[src/pifb_params.svh]
// Register offsets, field positions and reset values of the peripheral interrupt bank.
`ifndef PIFB_PARAMS_SVH
`define PIFB_PARAMS_SVH

// ************************************************************
// Register byte offsets on the Avalon-MM slave
// ************************************************************
`define PIFB_OFF_ENABLE_TWO  4'h0
`define PIFB_OFF_FLAGS_ONE   4'h4
`define PIFB_OFF_FLAGS_TWO   4'h8
`define PIFB_OFF_ENABLE_ONE  4'hC

// ************************************************************
// Field positions
// ************************************************************
`define PIFB_F1_ADC          6
`define PIFB_F1_UART_RX      5
`define PIFB_F1_UART_TX      4
`define PIFB_F1_SYNC_SERIAL  3
`define PIFB_F1_CAPCOMP      2
`define PIFB_F1_TIMER_TWO    1
`define PIFB_F1_TIMER_ONE    0
`define PIFB_F2_OSC_FAIL     7
`define PIFB_F2_CMP_TWO      6
`define PIFB_F2_CMP_ONE      5
`define PIFB_F2_EEPROM       4

// ************************************************************
// Implemented-bit masks and reset values
// ************************************************************
`define PIFB_MASK_ONE        8'h7F
`define PIFB_MASK_TWO        8'hF0
`define PIFB_SW_CLR_ONE      8'h4F
`define PIFB_RESET_VALUE     8'h00

`endif

[src/pifb_pkg.sv]
// Types shared by the peripheral interrupt bank.
package pifb_pkg;

   // Avalon-MM request from the bus master.
   typedef struct packed {
      logic [3:0] address;
      logic       read;
      logic       write;
      logic [3:0] byteenable;
      logic [31:0] writedata;
   } pifb_bus_req_t;

   // Pulses and levels from the peripherals.
   typedef struct packed {
      logic adc_done;
      logic uart_rx_full;
      logic uart_tx_empty;
      logic sync_serial_done;
      logic capture_event;
      logic compare_match;
      logic timer_two_match;
      logic timer_one_overflow;
      logic osc_fail;
      logic comparator_two_output;
      logic comparator_one_output;
      logic eeprom_write_done;
   } pifb_events_t;

   // Capture/compare unit operating mode.
   typedef enum logic [1:0] {
      PIFB_CCP_CAPTURE = 2'h0,
      PIFB_CCP_COMPARE = 2'h1,
      PIFB_CCP_PWM     = 2'h2,
      PIFB_CCP_OFF     = 2'h3
   } pifb_ccp_mode_t;

   // Bus slave access phases, one-hot.
   typedef enum logic [1:0] {
      PIFB_BUS_IDLE = 2'b01,
      PIFB_BUS_DONE = 2'b10
   } pifb_bus_state_t;

endpackage : pifb_pkg

[src/pifb_edge_detect.sv]
// Change detector for a comparator output level.
`timescale 1ns/1ns
`default_nettype none
module pifb_edge_detect
   import pifb_pkg::*;
(
   input  wire logic clock,
   input  wire logic srst,
   input  wire logic level,
   output logic      changed
);

   logic last_level;
   logic primed;

   // The first sample after reset only primes the detector, avoiding a spurious change.
   always_ff @(posedge clock) begin
      if (srst) begin
         last_level <= 1'b0;
         primed     <= 1'b0;
      end else begin
         last_level <= level;
         primed     <= 1'b1;
      end
   end

   // Either direction of change counts.
   assign changed = primed & (level ^ last_level);

endmodule : pifb_edge_detect
`default_nettype wire

[src/pifb_irq_bank.sv]
// Peripheral interrupt enable and flag register bank with an Avalon-MM slave.
`timescale 1ns/1ns
`default_nettype none
`include "pifb_params.svh"
module pifb_irq_bank
   import pifb_pkg::*;
#(
   parameter int FLAG_WIDTH = 8
)
(
   input  wire logic                   clock,
   input  wire logic                   srst,
   input  wire logic [3:0]             avs_address,
   input  wire logic                   avs_read,
   input  wire logic                   avs_write,
   input  wire logic [3:0]             avs_byteenable,
   input  wire logic [31:0]            avs_writedata,
   output logic [31:0]                 avs_readdata,
   output logic                        avs_waitrequest,
   output logic [1:0]                  avs_response,
   input  wire pifb_events_t           events,
   input  wire pifb_ccp_mode_t         ccp_mode,
   input  wire logic                   uart_rx_data_read,
   input  wire logic                   uart_tx_data_write,
   input  wire logic                   peripheral_irq_master_enable,
   input  wire logic                   global_irq_enable,
   output logic                        periph_irq_request,
   output logic                        irq
);

   // ************************************************************
   // Bus decode
   // ************************************************************
   pifb_bus_req_t   req;
   pifb_bus_state_t bus_state;
   pifb_bus_state_t next_bus_state;
   logic            accept;
   logic            wr_lane0;

   assign req = '{address: avs_address, read: avs_read, write: avs_write,
                  byteenable: avs_byteenable, writedata: avs_writedata};

   // Returns one when the offset selects an implemented register.
   function automatic logic is_mapped(input logic [3:0] addr);
      is_mapped = (addr == `PIFB_OFF_ENABLE_TWO) || (addr == `PIFB_OFF_FLAGS_ONE) ||
                  (addr == `PIFB_OFF_FLAGS_TWO)  || (addr == `PIFB_OFF_ENABLE_ONE);
   endfunction : is_mapped

   // Every access takes exactly one wait cycle; the second cycle completes it.
   always_comb begin
      case (bus_state)
         PIFB_BUS_IDLE: next_bus_state = (req.read || req.write) ? PIFB_BUS_DONE : PIFB_BUS_IDLE;
         PIFB_BUS_DONE: next_bus_state = PIFB_BUS_IDLE;
         default:       next_bus_state = PIFB_BUS_IDLE;
      endcase
   end

   // Access phase register.
   always_ff @(posedge clock) begin
      if (srst) begin
         bus_state <= PIFB_BUS_IDLE;
      end else begin
         bus_state <= next_bus_state;
      end
   end

   // Waitrequest is high in the first cycle of a request and low in the second.
   assign accept          = (bus_state == PIFB_BUS_DONE) && (req.read || req.write);
   assign avs_waitrequest = (req.read || req.write) && (bus_state != PIFB_BUS_DONE);
   assign wr_lane0        = accept && req.write && req.byteenable[0];

   // ************************************************************
   // Enable registers
   // ************************************************************
   logic [7:0] enable_one;
   logic [7:0] periph_irq_enable_two;

   // Enable writes keep only implemented bits, so unused bits read zero.
   always_ff @(posedge clock) begin
      if (srst) begin
         enable_one            <= `PIFB_RESET_VALUE;
         periph_irq_enable_two <= `PIFB_RESET_VALUE;
      end else if (wr_lane0) begin
         if (req.address == `PIFB_OFF_ENABLE_ONE) begin
            enable_one <= req.writedata[7:0] & `PIFB_MASK_ONE;
         end
         if (req.address == `PIFB_OFF_ENABLE_TWO) begin
            periph_irq_enable_two <= req.writedata[7:0] & `PIFB_MASK_TWO;
         end
      end
   end

   // ************************************************************
   // Flag sources
   // ************************************************************
   logic [7:0] set_one;
   logic [7:0] set_two;
   logic [7:0] clr_one;
   logic [7:0] clr_two;
   logic [7:0] periph_irq_flags_one;
   logic [7:0] periph_irq_flags_two;
   logic       cmp_two_changed;
   logic       cmp_one_changed;
   logic       ccp_event;

   pifb_edge_detect u_cmp_two (
      .clock   (clock),
      .srst    (srst),
      .level   (events.comparator_two_output),
      .changed (cmp_two_changed)
   );

   pifb_edge_detect u_cmp_one (
      .clock   (clock),
      .srst    (srst),
      .level   (events.comparator_one_output),
      .changed (cmp_one_changed)
   );

   // The capture/compare source depends on mode; PWM and off raise nothing.
   always_comb begin
      case (ccp_mode)
         PIFB_CCP_CAPTURE: ccp_event = events.capture_event;
         PIFB_CCP_COMPARE: ccp_event = events.compare_match;
         default:          ccp_event = 1'b0;
      endcase
   end

   // Set vectors ignore the enables entirely.
   always_comb begin
      set_one = 8'h00;
      set_one[`PIFB_F1_ADC]         = events.adc_done;
      set_one[`PIFB_F1_SYNC_SERIAL] = events.sync_serial_done;
      set_one[`PIFB_F1_CAPCOMP]     = ccp_event;
      set_one[`PIFB_F1_TIMER_TWO]   = events.timer_two_match;
      set_one[`PIFB_F1_TIMER_ONE]   = events.timer_one_overflow;
      set_two = 8'h00;
      set_two[`PIFB_F2_OSC_FAIL]    = events.osc_fail;
      set_two[`PIFB_F2_CMP_TWO]     = cmp_two_changed;
      set_two[`PIFB_F2_CMP_ONE]     = cmp_one_changed;
      set_two[`PIFB_F2_EEPROM]      = events.eeprom_write_done;
   end

   // A written zero clears a software-clearable flag; ones leave it alone.
   assign clr_one = (wr_lane0 && req.address == `PIFB_OFF_FLAGS_ONE) ?
                    (~req.writedata[7:0] & `PIFB_SW_CLR_ONE) : 8'h00;
   assign clr_two = (wr_lane0 && req.address == `PIFB_OFF_FLAGS_TWO) ?
                    (~req.writedata[7:0] & `PIFB_MASK_TWO) : 8'h00;

   // One sticky cell per implemented software-cleared bit.
   genvar gi;
   generate
      for (gi = 0; gi < FLAG_WIDTH; gi++) begin : g_flag
         if (((`PIFB_SW_CLR_ONE >> gi) & 1) != 0) begin : g_one
            pifb_sticky_flag u_f1 (
               .clock     (clock),
               .srst      (srst),
               .set_pulse (set_one[gi]),
               .sw_clear  (clr_one[gi]),
               .flag      (periph_irq_flags_one[gi])
            );
         end else if (gi == `PIFB_F1_UART_RX || gi == `PIFB_F1_UART_TX) begin : g_uart
            // Filled by the UART status logic below.
         end else begin : g_one_zero
            assign periph_irq_flags_one[gi] = 1'b0;
         end
         if (((`PIFB_MASK_TWO >> gi) & 1) != 0) begin : g_two
            pifb_sticky_flag u_f2 (
               .clock     (clock),
               .srst      (srst),
               .set_pulse (set_two[gi]),
               .sw_clear  (clr_two[gi]),
               .flag      (periph_irq_flags_two[gi])
            );
         end else begin : g_two_zero
            assign periph_irq_flags_two[gi] = 1'b0;
         end
      end
   endgenerate

   // ************************************************************
   // UART status flags, read-only
   // ************************************************************
   logic rx_flag;
   logic tx_flag;

   // The flags track the buffer state one edge late; a data access drops them at the next edge for a cycle
   // so the request does not linger while the buffer status catches up.
   always_ff @(posedge clock) begin
      if (srst) begin
         rx_flag <= 1'b0;
         tx_flag <= 1'b0;
      end else begin
         rx_flag <= events.uart_rx_full && !uart_rx_data_read;
         tx_flag <= events.uart_tx_empty && !uart_tx_data_write;
      end
   end

   assign periph_irq_flags_one[`PIFB_F1_UART_RX] = rx_flag;
   assign periph_irq_flags_one[`PIFB_F1_UART_TX] = tx_flag;

   // ************************************************************
   // Combined request and interrupt output
   // ************************************************************
   logic any_pending;

   // Software should clear a flag before enabling it; nothing here hides a stale flag.
   assign any_pending = |(periph_irq_flags_one & enable_one) |
                        |(periph_irq_flags_two & periph_irq_enable_two);

   // Master enable gates everything regardless of individual enables.
   assign periph_irq_request = any_pending && peripheral_irq_master_enable;
   assign irq                = periph_irq_request && global_irq_enable;

   // ************************************************************
   // Read data
   // ************************************************************
   // Read data is registered and valid in the cycle waitrequest drops.
   always_ff @(posedge clock) begin
      if (srst) begin
         avs_readdata <= 32'h0000_0000;
         avs_response <= 2'h0;
      end else if (req.read && bus_state == PIFB_BUS_IDLE) begin
         avs_response <= is_mapped(req.address) ? 2'h0 : 2'h2;
         case (req.address)
            `PIFB_OFF_ENABLE_ONE: avs_readdata <= {24'h000000, enable_one};
            `PIFB_OFF_ENABLE_TWO: avs_readdata <= {24'h000000, periph_irq_enable_two};
            `PIFB_OFF_FLAGS_ONE:  avs_readdata <= {24'h000000, periph_irq_flags_one};
            `PIFB_OFF_FLAGS_TWO:  avs_readdata <= {24'h000000, periph_irq_flags_two};
            default:              avs_readdata <= 32'h0000_0000;
         endcase
      end else if (req.write && bus_state == PIFB_BUS_IDLE) begin
         avs_response <= is_mapped(req.address) ? 2'h0 : 2'h2;
      end
   end

endmodule : pifb_irq_bank
`default_nettype wire

[src/pifb_sticky_flag.sv]
// One software-cleared sticky flag with hardware set priority.
`timescale 1ns/1ns
`default_nettype none
module pifb_sticky_flag
   import pifb_pkg::*;
(
   input  wire logic clock,
   input  wire logic srst,
   input  wire logic set_pulse,
   input  wire logic sw_clear,
   output var  logic flag
);

   // Set beats clear so that an event in the clearing cycle survives.
   always_ff @(posedge clock) begin
      if (srst) begin
         flag <= 1'b0;
      end else if (set_pulse) begin
         flag <= 1'b1;
      end else if (sw_clear) begin
         flag <= 1'b0;
      end
   end

endmodule : pifb_sticky_flag
`default_nettype wire
[config.mk]
export PLATFORM = sky130hd
export DESIGN_NAME = pifb_irq_bank
export DESIGN_NICKNAME = d
export VERILOG_FILES = /design/src/pifb_pkg.sv /design/src/pifb_edge_detect.sv /design/src/pifb_irq_bank.sv /design/src/pifb_sticky_flag.sv
export VERILOG_INCLUDE_DIRS = /design/src
export SDC_FILE = /design/constraint.sdc
export NUM_CORES = 1
export LEC_CHECK = 0
export BUFFER_PORTS_ARGS = -buffer_cell sky130_fd_sc_hd__buf_2
export CAP_MARGIN = 20
export CORE_ASPECT_RATIO = 1.4
export CORE_MARGIN = 2
export CORE_UTILIZATION = 40
export DETAILED_ROUTE_END_ITERATION = 10
export GPL_ROUTABILITY_DRIVEN = 1
export PLACE_DENSITY_LB_ADDON = 0.12
export SLEW_MARGIN = 10
export SYNTH_ARGS = -nofsm -noshare
export SYNTH_HDL_FRONTEND = slang
export SYNTH_SLANG_ARGS = --single-unit
[constraint.sdc]
create_clock -name clock -period 1.5 [get_ports clock]
set_input_delay 0.3 -clock clock [delete_from_list [all_inputs] [get_ports clock]]
set_output_delay 0.3 -clock clock [all_outputs]
set_load 0.05 [all_outputs]
==> results of run 1 <==
[cells by family after synthesis]
family | share of synthesized area, %
buf+inv | 14.25
flops | 40.22
mux | 7.472
simple gates | 19.83
other cells | 0.2093
compound gates | 17.04
xor+xnor | 0.9778
[layout by cell type, fill, tap and decap left out, types with 4 or more instances in the layout]
cell type	n
nand2_1	11
dfxtp_1	33
clkbuf_8	6
nand3_1	15
nor2_1	12
o21ai_2	6
a21oi_1	19
o21ai_1	4
a21oi_2	4
conb_1	25
buf_2	43
nand4_1	5
a211oi_1	4
buf_4	21
mux2_2	5
[worst max-delay path, cell delays in order, from the launching register on]
cell and delay, ns:
dfxtp_1 0.31, a222oi_1 0.33, and3_1 0.27, a21boi_1 0.08, buf_4 0.19
[state kept, by name, indices dropped and copies added (netlist names)]
register / cells
tx_flag: 1
g_flag.g_two.u_f2.flag: 4
u_cmp_one.primed: 1
g_flag.g_one.u_f1.flag: 5
avs_readdata: 8
rx_flag: 1
enable_one: 7
u_cmp_two.last_level: 1
periph_irq_enable_two: 4
avs_response: 1
u_cmp_one.last_level: 1
bus_state: 2
[report_power, final]
part           internal (W)  switching [W]
clock              0.000375       0.000340
sequential         0.000992      0.0000225
combinational      0.000130       0.000290
[worst max-delay path by stage]
stage | start | endpoint | slack, ns | cells past startpoint
floorplan | g_flag[5].g_two.u_f2.flag$_SDFFE_PP0P_ | periph_irq_request | -0.17 | 3
global placement | avs_address[1] | g_flag[2].g_one.u_f1.flag$_SDFFE_PP0P_ | -0.14 | 5
detailed placement | avs_address[1] | enable_one[1]$_SDFFE_PP0P_ | -0.12 | 6
CTS | g_flag[7].g_two.u_f2.flag$_SDFFE_PP0P_ | periph_irq_request | -0.29 | 4
global route | g_flag[7].g_two.u_f2.flag$_SDFFE_PP0P_ | periph_irq_request | -0.36 | 4
finish | g_flag[7].g_two.u_f2.flag$_SDFFE_PP0P_ | periph_irq_request | -0.26 | 4
[synthesized netlist by cell type (all sizes together)]
cell and n:
a211oi 4, a21boi 2, a21oi 23, a221oi 1, a222oi 1, a22o 1
a22oi 2, a311oi 1, and3 1, and3b 1, and4 1, and4bb 1
buf 31, clkbuf 5, conb 1, dfxtp 36, inv 3, mux2 5
mux2i 1, mux4 3, nand2 11, nand3 15, nand3b 1, nand4 5
nand4b 3, nor2 12, nor2b 3, nor3 2, nor3b 2, nor4 2
nor4b 1, o21ai 11, o311ai 1, o31ai 3, or2 1, or4b 1
or4bb 1, xor2 2
[area by class of cell]
cell class,instances,area share [%]
Timing Repair Buffer,68,18.86
Inverter,3,0.4836
Sequential cell,36,31.11
Clock buffer,8,3.869
Multi-Input combinational cell,150,42.45
Tap cell,60,3.224
[what timing repair did]
action	in CTS	in global routing
setup endpoints to repair	2	15
pin swaps	2	9
setup buffers	1	0
gates resized for setup	4	24
cloned	0	1
[metal layers]
metal	global-route usage [%]	wire (um)	vias to the layer above
li1	-	-	816
met1	22.18	1799	734
met2	28.54	2051	58
met3	4.673	241	7
met4	5.929	75	0
met5	0	0	-
[through the flow]
step                      area [um^2]  std cells
after floorplan                  1886        225
after global placement           2097        315
after detailed placement         2097        315
after CTS                        2205        324
after global routing             2328        325
final                            2328        325
==> impl_metrics.env, run 1 <==
export IMPL_status="finished with violations"
export IMPL_violations="negative setup slack"
export IMPL_hold_path_endpoint="tx_flag$_SDFF_PP0_"
export IMPL_total_power_w=0.002149
export IMPL_worstPathArrival_ns=1.46
export IMPL_synth_top_area_share_pct=40.22
export IMPL_grt_pass1_vias=1484
export IMPL_multi_input_area_um2=988.4
export IMPL_drtAntennaViolNets=0
export IMPL_post_route_util_pct=54.48
export IMPL_layout_min_cycle_time_ns=1.763
export IMPL_gp_congestion=0.7519
export IMPL_antenna_found_initial=0
export IMPL_ys_ff_latch=36
export IMPL_numCtsBuffers=5
export IMPL_p_per_area_nw_per_um2=923.0
export IMPL_antenna_cells=0
export IMPL_grtUsageTotal_pct=17.67
export IMPL_routed_wl_mm=4.166
export IMPL_grt_pass1_wl_mm=6.858
export IMPL_ios=99
export IMPL_fp_coreArea_um2=4274
export IMPL_max_freq_ghz=0.5673
export IMPL_path_max_fanout=2
export IMPL_finalCritPeriodShare_pct=117.5
export IMPL_synthDistinctLibCells=42
export IMPL_clock_latency_ns=0.29
export IMPL_yosys_top_cells_area="dfxtp_1, buf_4, a21oi_1"
export IMPL_fp_dieH_um=83.19
export IMPL_grt_max_degree=21
export IMPL_p_leak_nw=0.9730
export IMPL_drt_iter0_markers=57
export IMPL_rows=28
export IMPL_synth_largest_area_cell="dfxtp_1"
export IMPL_yosysWarningCount=0
export IMPL_report_final_slew_viol_count=0
export IMPL_path_clk_slew_ns=0.07
export IMPL_fin_hold_ws_ns=0.1604
export IMPL_overflow=0
export IMPL_required_ns=1.20
export IMPL_worstSetupPathType="reg2out"
export IMPL_netlist_area_um2=1792
export IMPL_synth_cells=201
export IMPL_viasPerCell=4.969
export IMPL_io_buffers=46
export IMPL_first_pass_iters=4
export IMPL_hp_class="in2reg"
export IMPL_numClockSinks=36
export IMPL_die_area_um2=5038
export IMPL_ir_drop_mv=0.6107
export IMPL_r2r_slack_ns=0.03
export IMPL_endpoint_kind="primary output"
export IMPL_skew_ns=0.007616
export IMPL_syn_avg_cell_area_um2=8.914
export IMPL_reg2regPathDepth=5
export IMPL_tritoncts="done"
export IMPL_regArea_um2=724.4
export IMPL_drive_gt1_share_pct=38.87
export IMPL_routedWlPerCell_um=12.82
export IMPL_rsz0062_at_grt="yes"
export IMPL_whs_path_depth=2
export IMPL_start_kind="flip-flop"
export IMPL_cts_max_path_buffers=2
export IMPL_initial_core_util_pct=41.92
export IMPL_area_growth_pct=29.96
export IMPL_cts_root_buffer="clkbuf_8"
export IMPL_cts_max_level=2
export IMPL_finalSetupViolCount=2
export IMPL_remaining_drc_errors=0
export IMPL_fin_ws_ns=-0.2627
export IMPL_worstHoldStart="uart_tx_data_write"
export IMPL_maxCapViolations=0
export IMPL_fin_nets=326
export IMPL_chipWidth_um=60.57
export IMPL_cts_hold_buf=0
export IMPL_place_ws_ns=-0.1228
export IMPL_r2r_start="bus_state[0]$_SDFF_PP1_"
export IMPL_fin_tns_setup_ns=-0.4834
export IMPL_n_fill_cell=432
export IMPL_dp_hpwl_mm=3.106
export IMPL_vias=1615
export IMPL_hold_viol=0
export IMPL_ys_seq_area_share_pct=40.22
export IMPL_worstReg2RegEnd="enable_one[0]$_SDFFE_PP0P_"
Note: power is estimated with default switching activity, not from simulation.
==> run 2: changes to the inputs <==
==> constraint.sdc (replaced) <==
create_clock -name clock -period 1.5 [get_ports clock]
set_input_delay 0.075 -clock clock [delete_from_list [all_inputs] [get_ports clock]]
set_output_delay 0.075 -clock clock [all_outputs]
set_load 0.05 [all_outputs]
==> impl_metrics.env, run 2 (synthesized netlist as in run 1, its figures left out) <==
export IMPL_status="finished with violations"
export IMPL_violations="negative setup slack"
export IMPL_numCtsBuffers=5
export IMPL_drt_iter0_markers=56
export IMPL_max_freq_ghz=0.6533
export IMPL_area_growth_pct=20.95
export IMPL_largest_reg_flops=8
export IMPL_finalCritPeriodShare_pct=102.0
export IMPL_ir_drop_mv=0.6349
export IMPL_final_common_cell="buf_2"
export IMPL_numClockSinks=36
export IMPL_clock_latency_ns=0.29
export IMPL_io_buffers=46
export IMPL_cpPeakStageDelay_ns=0.35
export IMPL_fin_nets=317
export IMPL_p_leak_nw=0.9024
export IMPL_worstPathCellList="a222oi_1, and3_1, a21oi_1, buf_4"
export IMPL_drive_gt1_share_pct=30.86
export IMPL_hp_class="in2reg"
export IMPL_antenna_cells=0
export IMPL_final_cell_mix="buf_2, dfxtp_1, conb_1"
export IMPL_finalSetupViolCount=2
export IMPL_largest_register="avs_readdata"
export IMPL_maxCapViolations=0
export IMPL_remaining_drc_errors=0
export IMPL_worst_pin_slew_ns=0.5554
export IMPL_viasPerCell=4.883
export IMPL_total_power_w=0.002094
export IMPL_required_ns=1.42
export IMPL_fin_ws_ns=-0.03059
export IMPL_whs_path_depth=2
export IMPL_overflow=0
export IMPL_reg2regPathDepth=5
export IMPL_start_kind="flip-flop"
export IMPL_cts_max_path_buffers=2
export IMPL_critPathSlowestCell="a222oi_1"
export IMPL_drtAntennaViolNets=0
export IMPL_endpoint_kind="primary output"
export IMPL_cp_depth=4
export IMPL_first_pass_iters=4
export IMPL_fin_hold_ws_ns=0.02315
export IMPL_initial_core_util_pct=41.92
export IMPL_layout_min_cycle_time_ns=1.531
export IMPL_cts_root_buffer="clkbuf_8"
export IMPL_place_ws_ns=0.04545
export IMPL_crit_buf_inv=1
export IMPL_worstSetupPathType="reg2out"
export IMPL_vias=1543
export IMPL_grt_pass1_vias=1371
export IMPL_routedWlPerCell_um=12.77
export IMPL_relSlewSlack_pct=62.84
export IMPL_routed_wl_mm=4.036
export IMPL_path_max_fanout=2
export IMPL_reg_largest_list="avs_readdata x8, enable_one x7, g_flag.g_one.u_f1.flag x5"
export IMPL_antenna_found_initial=0
export IMPL_rsz0062_at_grt="yes"
export IMPL_die_area_um2=5038
export IMPL_grtUsageTotal_pct=17.47
export IMPL_report_final_slew_viol_count=0
export IMPL_rows=28
export IMPL_hold_viol=0
export IMPL_ios=99
export IMPL_dp_hpwl_mm=3.028
export IMPL_fp_coreArea_um2=4274
export IMPL_cts_max_level=2
export IMPL_grt_pass1_wl_mm=6.686
export IMPL_worstPathArrival_ns=1.46
export IMPL_tritoncts="done"
export IMPL_fp_dieH_um=83.19
export IMPL_gp_congestion=0.7730
export IMPL_critical_path_top_delay_family="compound AO/OA/AOI/OAI gates"
export IMPL_grt_max_degree=21
export IMPL_p_per_area_nw_per_um2=966.3
export IMPL_chipWidth_um=60.57
export IMPL_path_clk_slew_ns=0.07
export IMPL_skew_ns=0.003385
export IMPL_fin_tns_setup_ns=-0.06018
[run 2: layer usage]
layer | up-vias | wire (um) | track usage [%]
met5 | - | 0 | 0
met4 | 0 | 76 | 7.115
met3 | 6 | 201 | 4.206
met2 | 53 | 1997 | 27.08
met1 | 696 | 1760 | 22.72
li1 | 788 | - | -
[run 2: layout make-up]
type                    instances  area [um^2]
fillers                       458         2107
flip-flops and latches         36        723.2
clock buffers                   8        90.09
multi-input cells             150        923.4
repair buffers                 59        344.1
inverters                       3        11.26
well taps                      60        75.07
[run 2: where the power goes]
part,internal (W),switching (W)
registers,0.000992,0.0000243
logic,0.000106,0.000276
clock network,0.000374,0.000322
[run 2: what timing repair did]
action,in CTS,in global routing
pin swaps,4,0
hold buffers,3,0
setup buffers,1,2
endpoints found under the setup margin,2,14
endpoints found under the hold margin,3,0
gates resized for setup,5,4
[run 2: worst paths after layout]
check                                         from                         endpoint  slack, ns
max reg2reg                bus_state[0]$_SDFF_PP1_       enable_one[5]$_SDFFE_PP0P_       0.05
min                                      events[2]  u_cmp_two.last_level$_SDFF_PP0_       0.02
min reg2reg           avs_readdata[0]$_SDFFE_PP0P_     avs_readdata[0]$_SDFFE_PP0P_       0.45
max          periph_irq_enable_two[7]$_SDFFE_PP0P_                              irq      -0.03
[run 2: metrics by stage]
stage | util [%] | instance area (um^2) | std cells
after floorplan | - | 1882 | 225
after global placement | 46.69 | 1996 | 302
after detailed placement | 46.69 | 1996 | 302
after CTS | 50.00 | 2137 | 314
after global routing | 50.70 | 2167 | 316
final | 50.70 | 2167 | 316
